**src/common/tmsc_pkg.sv**
```systemverilog
// Purpose: Shared constants and types for the touch matrix startup calibration block
// Assumes: 50 MHz clock, 24 keys on 8 drive and 3 receive lines
// Notes: Dwell table holds eight window lengths in ns
package tmsc_pkg;
  localparam int CLK_NS = 20;
  localparam int NUM_KEYS = 24;
  localparam int NUM_X = 8;
  localparam int NUM_Y = 3;
  localparam int KEY_W = 5;
  localparam int SAMPLE_W = 12;
  localparam int NIL_W = 8;
  localparam int BL_W = 2;
  localparam int DWELL_W = 3;
  localparam int CNT_W = 6;
  localparam int TMR_W = 23;
  localparam int BTMR_W = 8;
  localparam int PULSE_W = 7;
  // Startup deadline, longest time so rounded down
  localparam int INIT_MAX_MS = 95;
  localparam int INIT_MAX_CYC = (INIT_MAX_MS * 1000000) / CLK_NS;
  // Calibration length in keyscan cycles
  localparam int CAL_MIN_CYC = 11;
  localparam int CAL_MAX_CYC = 62;
  // Convergence band and reference tracking shift
  localparam int CONV_TOL = 2;
  localparam int REF_SHIFT = 2;
  // Pulses per burst step of the burst length setting
  localparam int BURST_UNIT = 16;
  // Drive low phase between pulses
  localparam int X_LOW_NS = 250;
  localparam int X_LOW_CYC = (X_LOW_NS + CLK_NS - 1) / CLK_NS;
  // Dwell window lengths in ns, code 0 to 7
  localparam int DWELL_NS [8] = '{125, 250, 500, 750, 1000, 1500, 2500, 4500};

  // Least time: round up, never below one cycle
  function automatic logic [BTMR_W-1:0] dwell_cyc(input logic [DWELL_W-1:0] code);
    int c;
    c = (DWELL_NS[code] + CLK_NS - 1) / CLK_NS;
    if (c < 1) begin
      c = 1;
    end
    return BTMR_W'(c);
  endfunction : dwell_cyc

  typedef enum logic [2:0] {ST_INIT, ST_FAIL, ST_SCAN, ST_BURST, ST_CONV} tmsc_st_t;
  typedef enum logic [1:0] {BS_IDLE, BS_HIGH, BS_LOW} tmsc_bst_t;
endpackage : tmsc_pkg

```
**src/common/tmsc_burst_if.sv**
```systemverilog
// Purpose: Carrier between the sequencer and the burst pulse generator
// Assumes: One burst in flight at a time
// Notes: start is a one-cycle pulse, done likewise
`timescale 1ns/1ps
`default_nettype none
interface tmsc_burst_if;
  logic start;
  logic [tmsc_pkg::BL_W-1:0] bl;
  logic [tmsc_pkg::DWELL_W-1:0] dwell;
  logic busy;
  logic done;
  logic drive;
  logic capture;
  modport seq (output start, output bl, output dwell, input busy, input done, input drive, input capture);
  modport gen (input start, input bl, input dwell, output busy, output done, output drive, output capture);
endinterface : tmsc_burst_if
`default_nettype wire

```
**src/hdl/tmsc_burst.sv**
```systemverilog
// Purpose: Burst of drive pulses with a dwell capture window per rising edge
// Assumes: Settings are latched at start
// Notes: Capture window opens on each rising drive edge
`timescale 1ns/1ps
`default_nettype none
module tmsc_burst (
  // Clock and reset
  input wire logic clk_i,
  input wire logic resetn_i,
  // Sequencer side
  tmsc_burst_if.gen bif
);
  typedef struct packed {
    tmsc_pkg::tmsc_bst_t st;
    logic [tmsc_pkg::BTMR_W-1:0] tmr;
    logic [tmsc_pkg::BTMR_W-1:0] dwell;
    logic [tmsc_pkg::PULSE_W-1:0] left;
    logic done;
  } tmsc_bstate_t;

  tmsc_bstate_t q, d;

  always_comb begin
    d = q;
    d.done = 1'b0;
    case (q.st)
      tmsc_pkg::BS_IDLE: begin
        if (bif.start) begin
          d.dwell = tmsc_pkg::dwell_cyc(bif.dwell);
          d.left = tmsc_pkg::PULSE_W'((32'(bif.bl) + 1) * tmsc_pkg::BURST_UNIT);
          d.tmr = '0;
          d.st = tmsc_pkg::BS_HIGH;
        end
      end
      tmsc_pkg::BS_HIGH: begin
        d.tmr = q.tmr + 1'b1;
        if (q.tmr == q.dwell - 1'b1) begin
          d.tmr = '0;
          d.left = q.left - 1'b1;
          d.st = tmsc_pkg::BS_LOW;
        end
      end
      tmsc_pkg::BS_LOW: begin
        d.tmr = q.tmr + 1'b1;
        if (q.tmr == tmsc_pkg::BTMR_W'(tmsc_pkg::X_LOW_CYC - 1)) begin
          d.tmr = '0;
          if (q.left == '0) begin
            d.done = 1'b1;
            d.st = tmsc_pkg::BS_IDLE;
          end else begin
            d.st = tmsc_pkg::BS_HIGH;
          end
        end
      end
      default: begin
        d.st = tmsc_pkg::BS_IDLE;
      end
    endcase
  end

  always_ff @(posedge clk_i or negedge resetn_i) begin
    if (!resetn_i) begin
      q <= '{st: tmsc_pkg::BS_IDLE, default: '0};
    end else begin
      q <= d;
    end
  end

  assign bif.busy = (q.st != tmsc_pkg::BS_IDLE);
  assign bif.done = q.done;
  assign bif.drive = (q.st == tmsc_pkg::BS_HIGH);
  assign bif.capture = (q.st == tmsc_pkg::BS_HIGH);
endmodule : tmsc_burst
`default_nettype wire

```
**src/hdl/tmsc_top.sv**
```systemverilog
// Purpose: Startup check gate and per-key calibration sequencer for a 24-key matrix
// Assumes: Self-check, charge conversion and host serial logic sit outside
// Notes: One conversion result per burst closes each key slot
// Function
// - Host interface enabled last, only when self-checks pass; faults keep it off.
// - Host interface ready within 95 ms of reset release.
// - Calibration of all enabled keys starts right after initialization, in parallel.
// - Key calibration lasts between 11 and 62 keyscan cycles.
// - Key calibration ends once its reference converges with signal level.
// - Reaching 62 cycles unconverged flags an error for that key.
// - Per-key calibrating status is exposed while calibration runs.
// - Disabled keys are skipped, shortening the keyscan cycle.
// - Dwell window selectable from eight codes, 125 ns to 4.5 us.
// - Charge captured only during dwell window after each rising drive edge.
// - Keys 0 to 23 scanned in order, drive lines within each receive line.
// - Zero integrator limit disables a key for scan and calibration.
`timescale 1ns/1ps
`default_nettype none
module tmsc_top #(
  parameter int INIT_TMO_CYC = tmsc_pkg::INIT_MAX_CYC
) (
  // Clock and reset
  input wire logic clk_i,
  input wire logic resetn_i,
  // Self-check results
  input wire logic selfcheck_done_i,
  input wire logic selfcheck_pass_i,
  input wire logic safety_fault_i,
  // Host interface gate
  output logic host_if_en_o,
  output logic init_fail_o,
  // Per-key setups and the shared dwell code
  input wire logic [tmsc_pkg::NUM_KEYS-1:0][tmsc_pkg::NIL_W-1:0] normal_integrator_limit_i,
  input wire logic [tmsc_pkg::NUM_KEYS-1:0][tmsc_pkg::BL_W-1:0] burst_length_setting_i,
  input wire logic [tmsc_pkg::DWELL_W-1:0] dwell_code_i,
  // Matrix drive and capture
  output logic [tmsc_pkg::NUM_X-1:0] x_drive_o,
  output logic [tmsc_pkg::NUM_Y-1:0] y_capture_o,
  // Charge conversion
  output logic conv_req_o,
  output logic [tmsc_pkg::KEY_W-1:0] conv_key_o,
  input wire logic sample_valid_i,
  input wire logic [tmsc_pkg::SAMPLE_W-1:0] sample_i,
  // Calibration status
  output logic [tmsc_pkg::NUM_KEYS-1:0] cal_active_o,
  output logic [tmsc_pkg::NUM_KEYS-1:0] cal_error_o,
  output logic calibrating_o
);
  typedef struct packed {
    tmsc_pkg::tmsc_st_t st;
    logic [tmsc_pkg::TMR_W-1:0] tmr;
    logic host_en;
    logic fail;
    logic [tmsc_pkg::KEY_W-1:0] key;
    logic burst_go;
    logic [tmsc_pkg::NUM_KEYS-1:0] cal;
    logic [tmsc_pkg::NUM_KEYS-1:0] err;
    logic [tmsc_pkg::NUM_KEYS-1:0][tmsc_pkg::CNT_W-1:0] cnt;
    logic [tmsc_pkg::NUM_KEYS-1:0][tmsc_pkg::SAMPLE_W-1:0] refv;
  } tmsc_state_t;

  tmsc_state_t q, d;
  logic [tmsc_pkg::NUM_KEYS-1:0] key_en;
  logic [tmsc_pkg::KEY_W-1:0] first_key;
  logic [tmsc_pkg::KEY_W-1:0] after_key;
  logic signed [tmsc_pkg::SAMPLE_W:0] diff;
  logic [tmsc_pkg::SAMPLE_W:0] mag;
  logic [tmsc_pkg::CNT_W-1:0] cnt_nx;
  logic [tmsc_pkg::SAMPLE_W-1:0] ref_nx;
  logic [2:0] x_sel;
  logic [1:0] y_sel;

  tmsc_burst_if bif ();

  // Next enabled key after k, wrapping past key 23
  function automatic logic [tmsc_pkg::KEY_W-1:0] next_key(
    input logic [tmsc_pkg::KEY_W-1:0] k,
    input logic [tmsc_pkg::NUM_KEYS-1:0] en
  );
    logic [tmsc_pkg::KEY_W-1:0] res;
    logic found;
    int idx;
    res = k;
    found = 1'b0;
    for (int i = 1; i <= tmsc_pkg::NUM_KEYS; i++) begin
      idx = (int'(k) + i) % tmsc_pkg::NUM_KEYS;
      if (!found && en[idx]) begin
        res = tmsc_pkg::KEY_W'(idx);
        found = 1'b1;
      end
    end
    return res;
  endfunction : next_key

  generate
    for (genvar g = 0; g < tmsc_pkg::NUM_KEYS; g++) begin : g_en
      assign key_en[g] = (normal_integrator_limit_i[g] != '0);
    end
  endgenerate

  assign first_key = next_key(tmsc_pkg::KEY_W'(tmsc_pkg::NUM_KEYS - 1), key_en);
  assign after_key = next_key(q.key, key_en);

  // Reference tracking for the key under conversion
  always_comb begin
    diff = $signed({1'b0, sample_i}) - $signed({1'b0, q.refv[q.key]});
    mag = diff[tmsc_pkg::SAMPLE_W] ? $unsigned(-diff) : $unsigned(diff);
    cnt_nx = q.cnt[q.key] + 1'b1;
    // First sample seeds the reference, later ones pull it in
    if (q.cnt[q.key] == '0) begin
      ref_nx = sample_i;
    end else begin
      ref_nx = tmsc_pkg::SAMPLE_W'($signed(q.refv[q.key]) + (diff >>> tmsc_pkg::REF_SHIFT));
    end
  end

  always_comb begin
    d = q;
    d.burst_go = 1'b0;
    d.cal = q.cal & key_en;
    case (q.st)
      tmsc_pkg::ST_INIT: begin
        d.tmr = q.tmr + 1'b1;
        if (safety_fault_i || (selfcheck_done_i && !selfcheck_pass_i)) begin
          d.fail = 1'b1;
          d.st = tmsc_pkg::ST_FAIL;
        end else if (q.tmr >= tmsc_pkg::TMR_W'(INIT_TMO_CYC - 1)) begin
          d.fail = 1'b1;
          d.st = tmsc_pkg::ST_FAIL;
        end else if (selfcheck_done_i) begin
          d.host_en = 1'b1;
          d.cal = key_en;
          d.err = '0;
          d.cnt = '0;
          d.key = first_key;
          d.st = tmsc_pkg::ST_SCAN;
        end
      end
      tmsc_pkg::ST_FAIL: begin
        d.host_en = 1'b0;
      end
      tmsc_pkg::ST_SCAN: begin
        if (key_en[q.key]) begin
          d.burst_go = 1'b1;
          d.st = tmsc_pkg::ST_BURST;
        end else begin
          d.key = after_key;
        end
      end
      tmsc_pkg::ST_BURST: begin
        if (bif.done) begin
          d.st = tmsc_pkg::ST_CONV;
        end
      end
      tmsc_pkg::ST_CONV: begin
        if (sample_valid_i) begin
          if (q.cal[q.key]) begin
            d.cnt[q.key] = cnt_nx;
            d.refv[q.key] = ref_nx;
            if (mag <= tmsc_pkg::CONV_TOL && cnt_nx >= tmsc_pkg::CNT_W'(tmsc_pkg::CAL_MIN_CYC)) begin
              d.cal[q.key] = 1'b0;
            end else if (cnt_nx >= tmsc_pkg::CNT_W'(tmsc_pkg::CAL_MAX_CYC)) begin
              d.cal[q.key] = 1'b0;
              d.err[q.key] = 1'b1;
            end
          end
          d.key = after_key;
          d.st = tmsc_pkg::ST_SCAN;
        end
      end
      default: begin
        d.st = tmsc_pkg::ST_INIT;
      end
    endcase
  end

  always_ff @(posedge clk_i or negedge resetn_i) begin
    if (!resetn_i) begin
      q <= '{st: tmsc_pkg::ST_INIT, default: '0};
    end else begin
      q <= d;
    end
  end

  assign bif.start = q.burst_go;
  assign bif.bl = burst_length_setting_i[q.key];
  assign bif.dwell = dwell_code_i;

  tmsc_burst u_burst (
    .clk_i(clk_i),
    .resetn_i(resetn_i),
    .bif(bif)
  );

  // Key number splits into drive line and receive line
  assign x_sel = q.key[2:0];
  assign y_sel = q.key[4:3];

  always_comb begin
    x_drive_o = '0;
    y_capture_o = '0;
    if (q.st == tmsc_pkg::ST_BURST) begin
      x_drive_o[x_sel] = bif.drive;
      if (y_sel < 2'(tmsc_pkg::NUM_Y)) begin
        y_capture_o[y_sel] = bif.capture;
      end
    end
  end

  assign host_if_en_o = q.host_en;
  assign init_fail_o = q.fail;
  assign conv_req_o = (q.st == tmsc_pkg::ST_CONV);
  assign conv_key_o = q.key;
  assign cal_active_o = q.cal;
  assign cal_error_o = q.err;
  assign calibrating_o = |q.cal;
endmodule : tmsc_top
`default_nettype wire

```
**config.mk**
```make
export PLATFORM = sky130hd
export DESIGN_NAME = tmsc_top
export DESIGN_NICKNAME = d
export VERILOG_FILES = /design/src/common/tmsc_pkg.sv /design/src/common/tmsc_burst_if.sv /design/src/hdl/tmsc_burst.sv /design/src/hdl/tmsc_top.sv
export SDC_FILE = /design/constraint.sdc
export NUM_CORES = 2
export LEC_CHECK = 0
export BUFFER_PORTS_ARGS = -buffer_cell sky130_fd_sc_hd__buf_4
export CORE_MARGIN = 8
export CORE_UTILIZATION = 33
export DETAILED_ROUTE_END_ITERATION = 10
export GPL_ROUTABILITY_DRIVEN = 0
export PLACE_DENSITY = 0.53
export SLEW_MARGIN = 30
export SYNTH_ARGS = -nofsm -noshare
export SYNTH_HDL_FRONTEND = slang
export SYNTH_SLANG_ARGS = --single-unit
```
**constraint.sdc**
```tcl
create_clock -name clk_i -period 9.67 [get_ports clk_i]
set_clock_uncertainty 0.05 [all_clocks]
set_input_delay 0.4835 -clock clk_i [delete_from_list [all_inputs] [get_ports clk_i]]
set_output_delay 0.4835 -clock clk_i [all_outputs]
set_load 0.02 [all_outputs]
```
==> metrics list <==
* Number of register bits inferred by synthesis: 540
* Die width: 339 um
- IR analysis of the VDD net gives a maximum drop of 0.275 mV.
- Power Internal: 6.33 mW
- Synth-to-layout area growth: 16.5%
- Averaged over all synthesized cells, the footprint is 9.37 um2.
- Number of core rows: 118
* Kind of end point of the critical path: flop
- The worst hold path begins at dwell_code_i[2].
- Number of maximum-capacitance violations: 0
- Summed over all layers, the routed wires come to 126000 um.
- Sort of element at the start of the critical path: flop
- Number of antenna violations at the first check in global routing: 3
- Synthesis warning total: 0
- Ys async rst share: 100%
- Die Height: 339 um
- The tree is rooted in a clkbuf_16.
- Inserted Clock Buffers: 60
- Initial cell density of the core: 33.2%
- Along the worst hold path, the cell count comes to 2.
* Number of top-level pins: 329
- Register-to-register path setup slack: 2560 ps
- Placed cell count: 5154
* Combined global-route utilization of all metal layers: 21.1%
- The worst path needs 7110 ps of the cycle, external delays included.
- The die covers 115000 um2.
- Setup violations remaining at the end of the flow were counted as 0.
* Number of filler cells placed in the layout: 10400
- Number of enable-type register cells in the synthesized netlist: 0
* Endpoint with the worst hold slack: u_burst.q[14]
- Remaining design rule violation count: 0
- Dividing the final minimum period by the clock period gives 73.6%.
* Detail-routed via count per cell: 5.62
* Depth of the CTS H-tree: 2
- TritonCTS clock tree: yes
- Main synth FF type: dfrtp_1
- Detailed placement finished with a half-perimeter wire length of 89500 um.
* Switching part of the total power: 47.9%
* Detailed-route wire length per cell: 24.0 um
* CTS clock-pin slew for the worst setup and hold paths: 70 ps
- The number of pins exceeding their max-slew limit in the final report is 0.
- Global routing finished with a remaining overflow of 0.
- The setup path with the least slack is of type reg -> reg.
- Count of non-filler cells in the finished layout: 5270
* Mapped Cells: 3673
* Worst endpoint data arrival time: 7560 ps
- Headroom to the max-slew limit came out at 32.9%.
* Worst reg2reg path startpoint: conv_key_o[0]
- Actual transition at the worst max-transition pin: 999 ps
- Antenna Violating Nets Remaining: 0
* Latest clock arrival within the worst-skew pair: 660 ps
- In this run, the number of DRC markers left after iteration 0 of detailed routing was 2579.
- Unrepaired setup endpoints after global routing: no
- In the final layout, the share of cells above drive strength 1 is 19.8%.
* Hold Fails Final Rpt: 0
- Per report_power, the sequential group accounts for 25.3% of the total.
* Total power of the final layout: 12.1 mW
- Post-CTS timing repair inserted 0 buffers for setup.
- The via count of the first global-routing pass was 29200.
- Total power density per cell area: 303 nW/um2
- Total number of vias: 29600
- The synthesized netlist occupies a cell area of 34400 um2.
- Worst R2R End: q[131]
- Worst-case reg-to-reg path depth: 27
* Setup Total Neg Slack: 0 ps
* Combinational cell fraction of total power: 54.5%
* Required time worst endpoint: 10110 ps
- The synthesized netlist contains 104 unique library cells.
* Placeable core region: 103000 um2
- Summed over all cells, the static leakage comes to 17.1 nW.
- Wire length of the first global-routing pass: 190000 um
* Pin count of the biggest net entering global routing: 177
- Derived from the worst setup path, the maximum achievable clock frequency is 141 MHz.
- In this run the tool buffered the top-level ports with 328 buffer cells.
- The flow ran to the end, and the final reports show no timing, DRC or antenna violations.
* NumNets Final: 4191
* Sinks on the clock net: 540
* Max Buffers Root-to-Sink: 3
- In this run the worst hold path is classified as in -> reg.
- The number of nets in the synthesized netlist is 4025.
* First-pass iteration count of the detailed router: 6
* Switching power: 5.81 mW
* Clock power frac: 20.2%
* Seq/Total Area, Yosys: 39.3%
* Maximum fanout along the worst path: 53
power by group through the flow:
stage / Sequential, mW / Clock [mW] / Combinational, mW
after global placement: 3.08 / 0 / 6.48
final: 3.07 / 2.45 / 6.61
after CTS: 3.06 / 2.50 / 6.54
after floorplan: 2.82 / 0 / 4.58
after detailed placement: 3.09 / 0 / 6.52
after global routing: 3.11 / 2.59 / 7.15
how the worst max path moves through the flow:
stage | from | slack [ps] | cells past startpoint | end
3_5_place_dp | conv_key_o[0] | 2570 | 27 | q[131]
5_1_grt | conv_key_o[0] | 1880 | 27 | q[95]
2_1_floorplan | conv_key_o[1] | 2060 | 32 | q[23]
3_3_place_gp | conv_key_o[0] | 2480 | 23 | q[262]
6_report | conv_key_o[0] | 2560 | 27 | q[131]
4_1_cts | conv_key_o[0] | 2530 | 27 | q[131]
what timing repair did:
action	CTS	global route
endpoints found under the hold margin	92	0
hold buffers	1	0
gates resized for setup	0	0
routing by layer:
| metal | part of all wire, % | routed length, um | global-route usage [%] | up-vias |
|---|---|---|---|---|
| li1 | - | - | - | 13600 |
| met1 | 42 | 52600 | 26.9 | 14600 |
| met2 | 46 | 58700 | 34.7 | 1206 |
| met3 | 8.3 | 10500 | 5.41 | 214 |
| met4 | 3.7 | 4630 | 7.37 | 4 |
| met5 | 0.017 | 22 | 0 | - |
synth_stat cells, types with 15 or more instances:
cell	n	area share [%]
a21o_1	23	0.50
a21oi_1	165	2.4
a22o_1	15	0.38
a31oi_1	20	0.36
a32o_1	21	0.61
and2_1	29	0.53
and3_1	24	0.44
buf_1	18	0.20
buf_2	27	0.39
buf_4	66	1.4
clkbuf_1	190	2.1
dfrtp_1	540	39
ha_1	89	3.2
inv_1	201	2.2
mux2_2	21	0.69
mux2i_1	75	2.2
mux4_2	174	11
nand2_1	482	5.3
nand2b_1	29	0.53
nand3_1	110	1.6
nand4_1	31	0.56
nor2_1	177	1.9
nor2b_1	35	0.64
nor3_1	57	0.83
nor4_1	54	0.98
o211ai_1	21	0.46
o21ai_0	420	6.1
o21ai_1	30	0.44
o22ai_1	118	2.1
o31ai_1	16	0.35
or3_1	25	0.45
or4_1	24	0.52
xnor2_1	67	1.7
xor2_1	24	0.61
flip-flops by register name, indices dropped and copies added, names as in the netlist:
| name | count |
|---|---|
| bif.start | 1 |
| cal_active_o | 24 |
| cal_error_o | 24 |
| conv_key_o | 5 |
| host_if_en_o | 1 |
| init_fail_o | 1 |
| q | 458 |
| u_burst.bif.done | 1 |
| u_burst.q | 25 |
logic make-up (layout without fill, tap and decap cells):
group	Yosys count	count (layout)	share of synthesized area (%)
compound gates	1000	1000	17.6
fa+ha+maj	92	92	3.38
simple gates	1154	1154	16.2
mux	275	275	14.4
xor+xnor	95	95	2.51
other cells	0	1	0
buf+inv	517	733	6.57
flops	540	540	39.3
stage by stage:
step	setup slack (ps)	instance area (um2)	hold slack (ps)	utilization, %
finish	2560	40100	72.2	38.7
global route	1880	40100	54.5	38.7
CTS	2530	40000	28.7	38.7
detailed placement	2570	37900	405	36.6
global placement	2480	37900	404	36.6
floorplan	2060	34400	138	-
cell type report:
type	instances	area [um2]	area share, %
tap	1380	1730	4.31
clock inverter	25	389	0.970
clock buffer	87	1730	4.32
inverter	211	793	1.98
antenna	1	2.50	0.00624
multi-input combinational	2616	18800	46.8
sequential	540	13500	33.7
timing repair buffer	410	3180	7.92
critical path, stage by stage, from the launching register on:
cell      delay [ps]
dfrtp_4          810
buf_12           460
mux4_2           580
mux4_2           460
a21oi_1          410
ha_1             310
nor2b_1          120
o21ai_0          180
a21oi_1          110
o21ai_0          220
a21boi_0         210
o21a_1           220
o21ai_0          400
nand2_1          130
inv_1            120
ha_1             240
inv_1             90
o21bai_1          80
a21oi_1          250
o21bai_1         100
a21oi_1          260
o21ai_0          200
xnor2_1          200
xnor2_1          130
nand2_1           70
o21ai_1           80
buf_4            250
o21ai_0          120
placed cells by master (no fill, tap or decap), types with 52 or more instances in the layout:
master	synthesis	layout
dfrtp_1	540	535
nand2_1	482	481
o21ai_0	420	411
buf_4	66	402
inv_1	201	201
nor2_1	177	175
mux4_2	174	174
a21oi_1	165	165
o22ai_1	118	118
nand3_1	110	108
ha_1	89	88
mux2i_1	75	73
xnor2_1	67	66
clkbuf_16	0	61
nor3_1	57	56
nor4_1	54	52
Power figures use the tool's default switching activity.
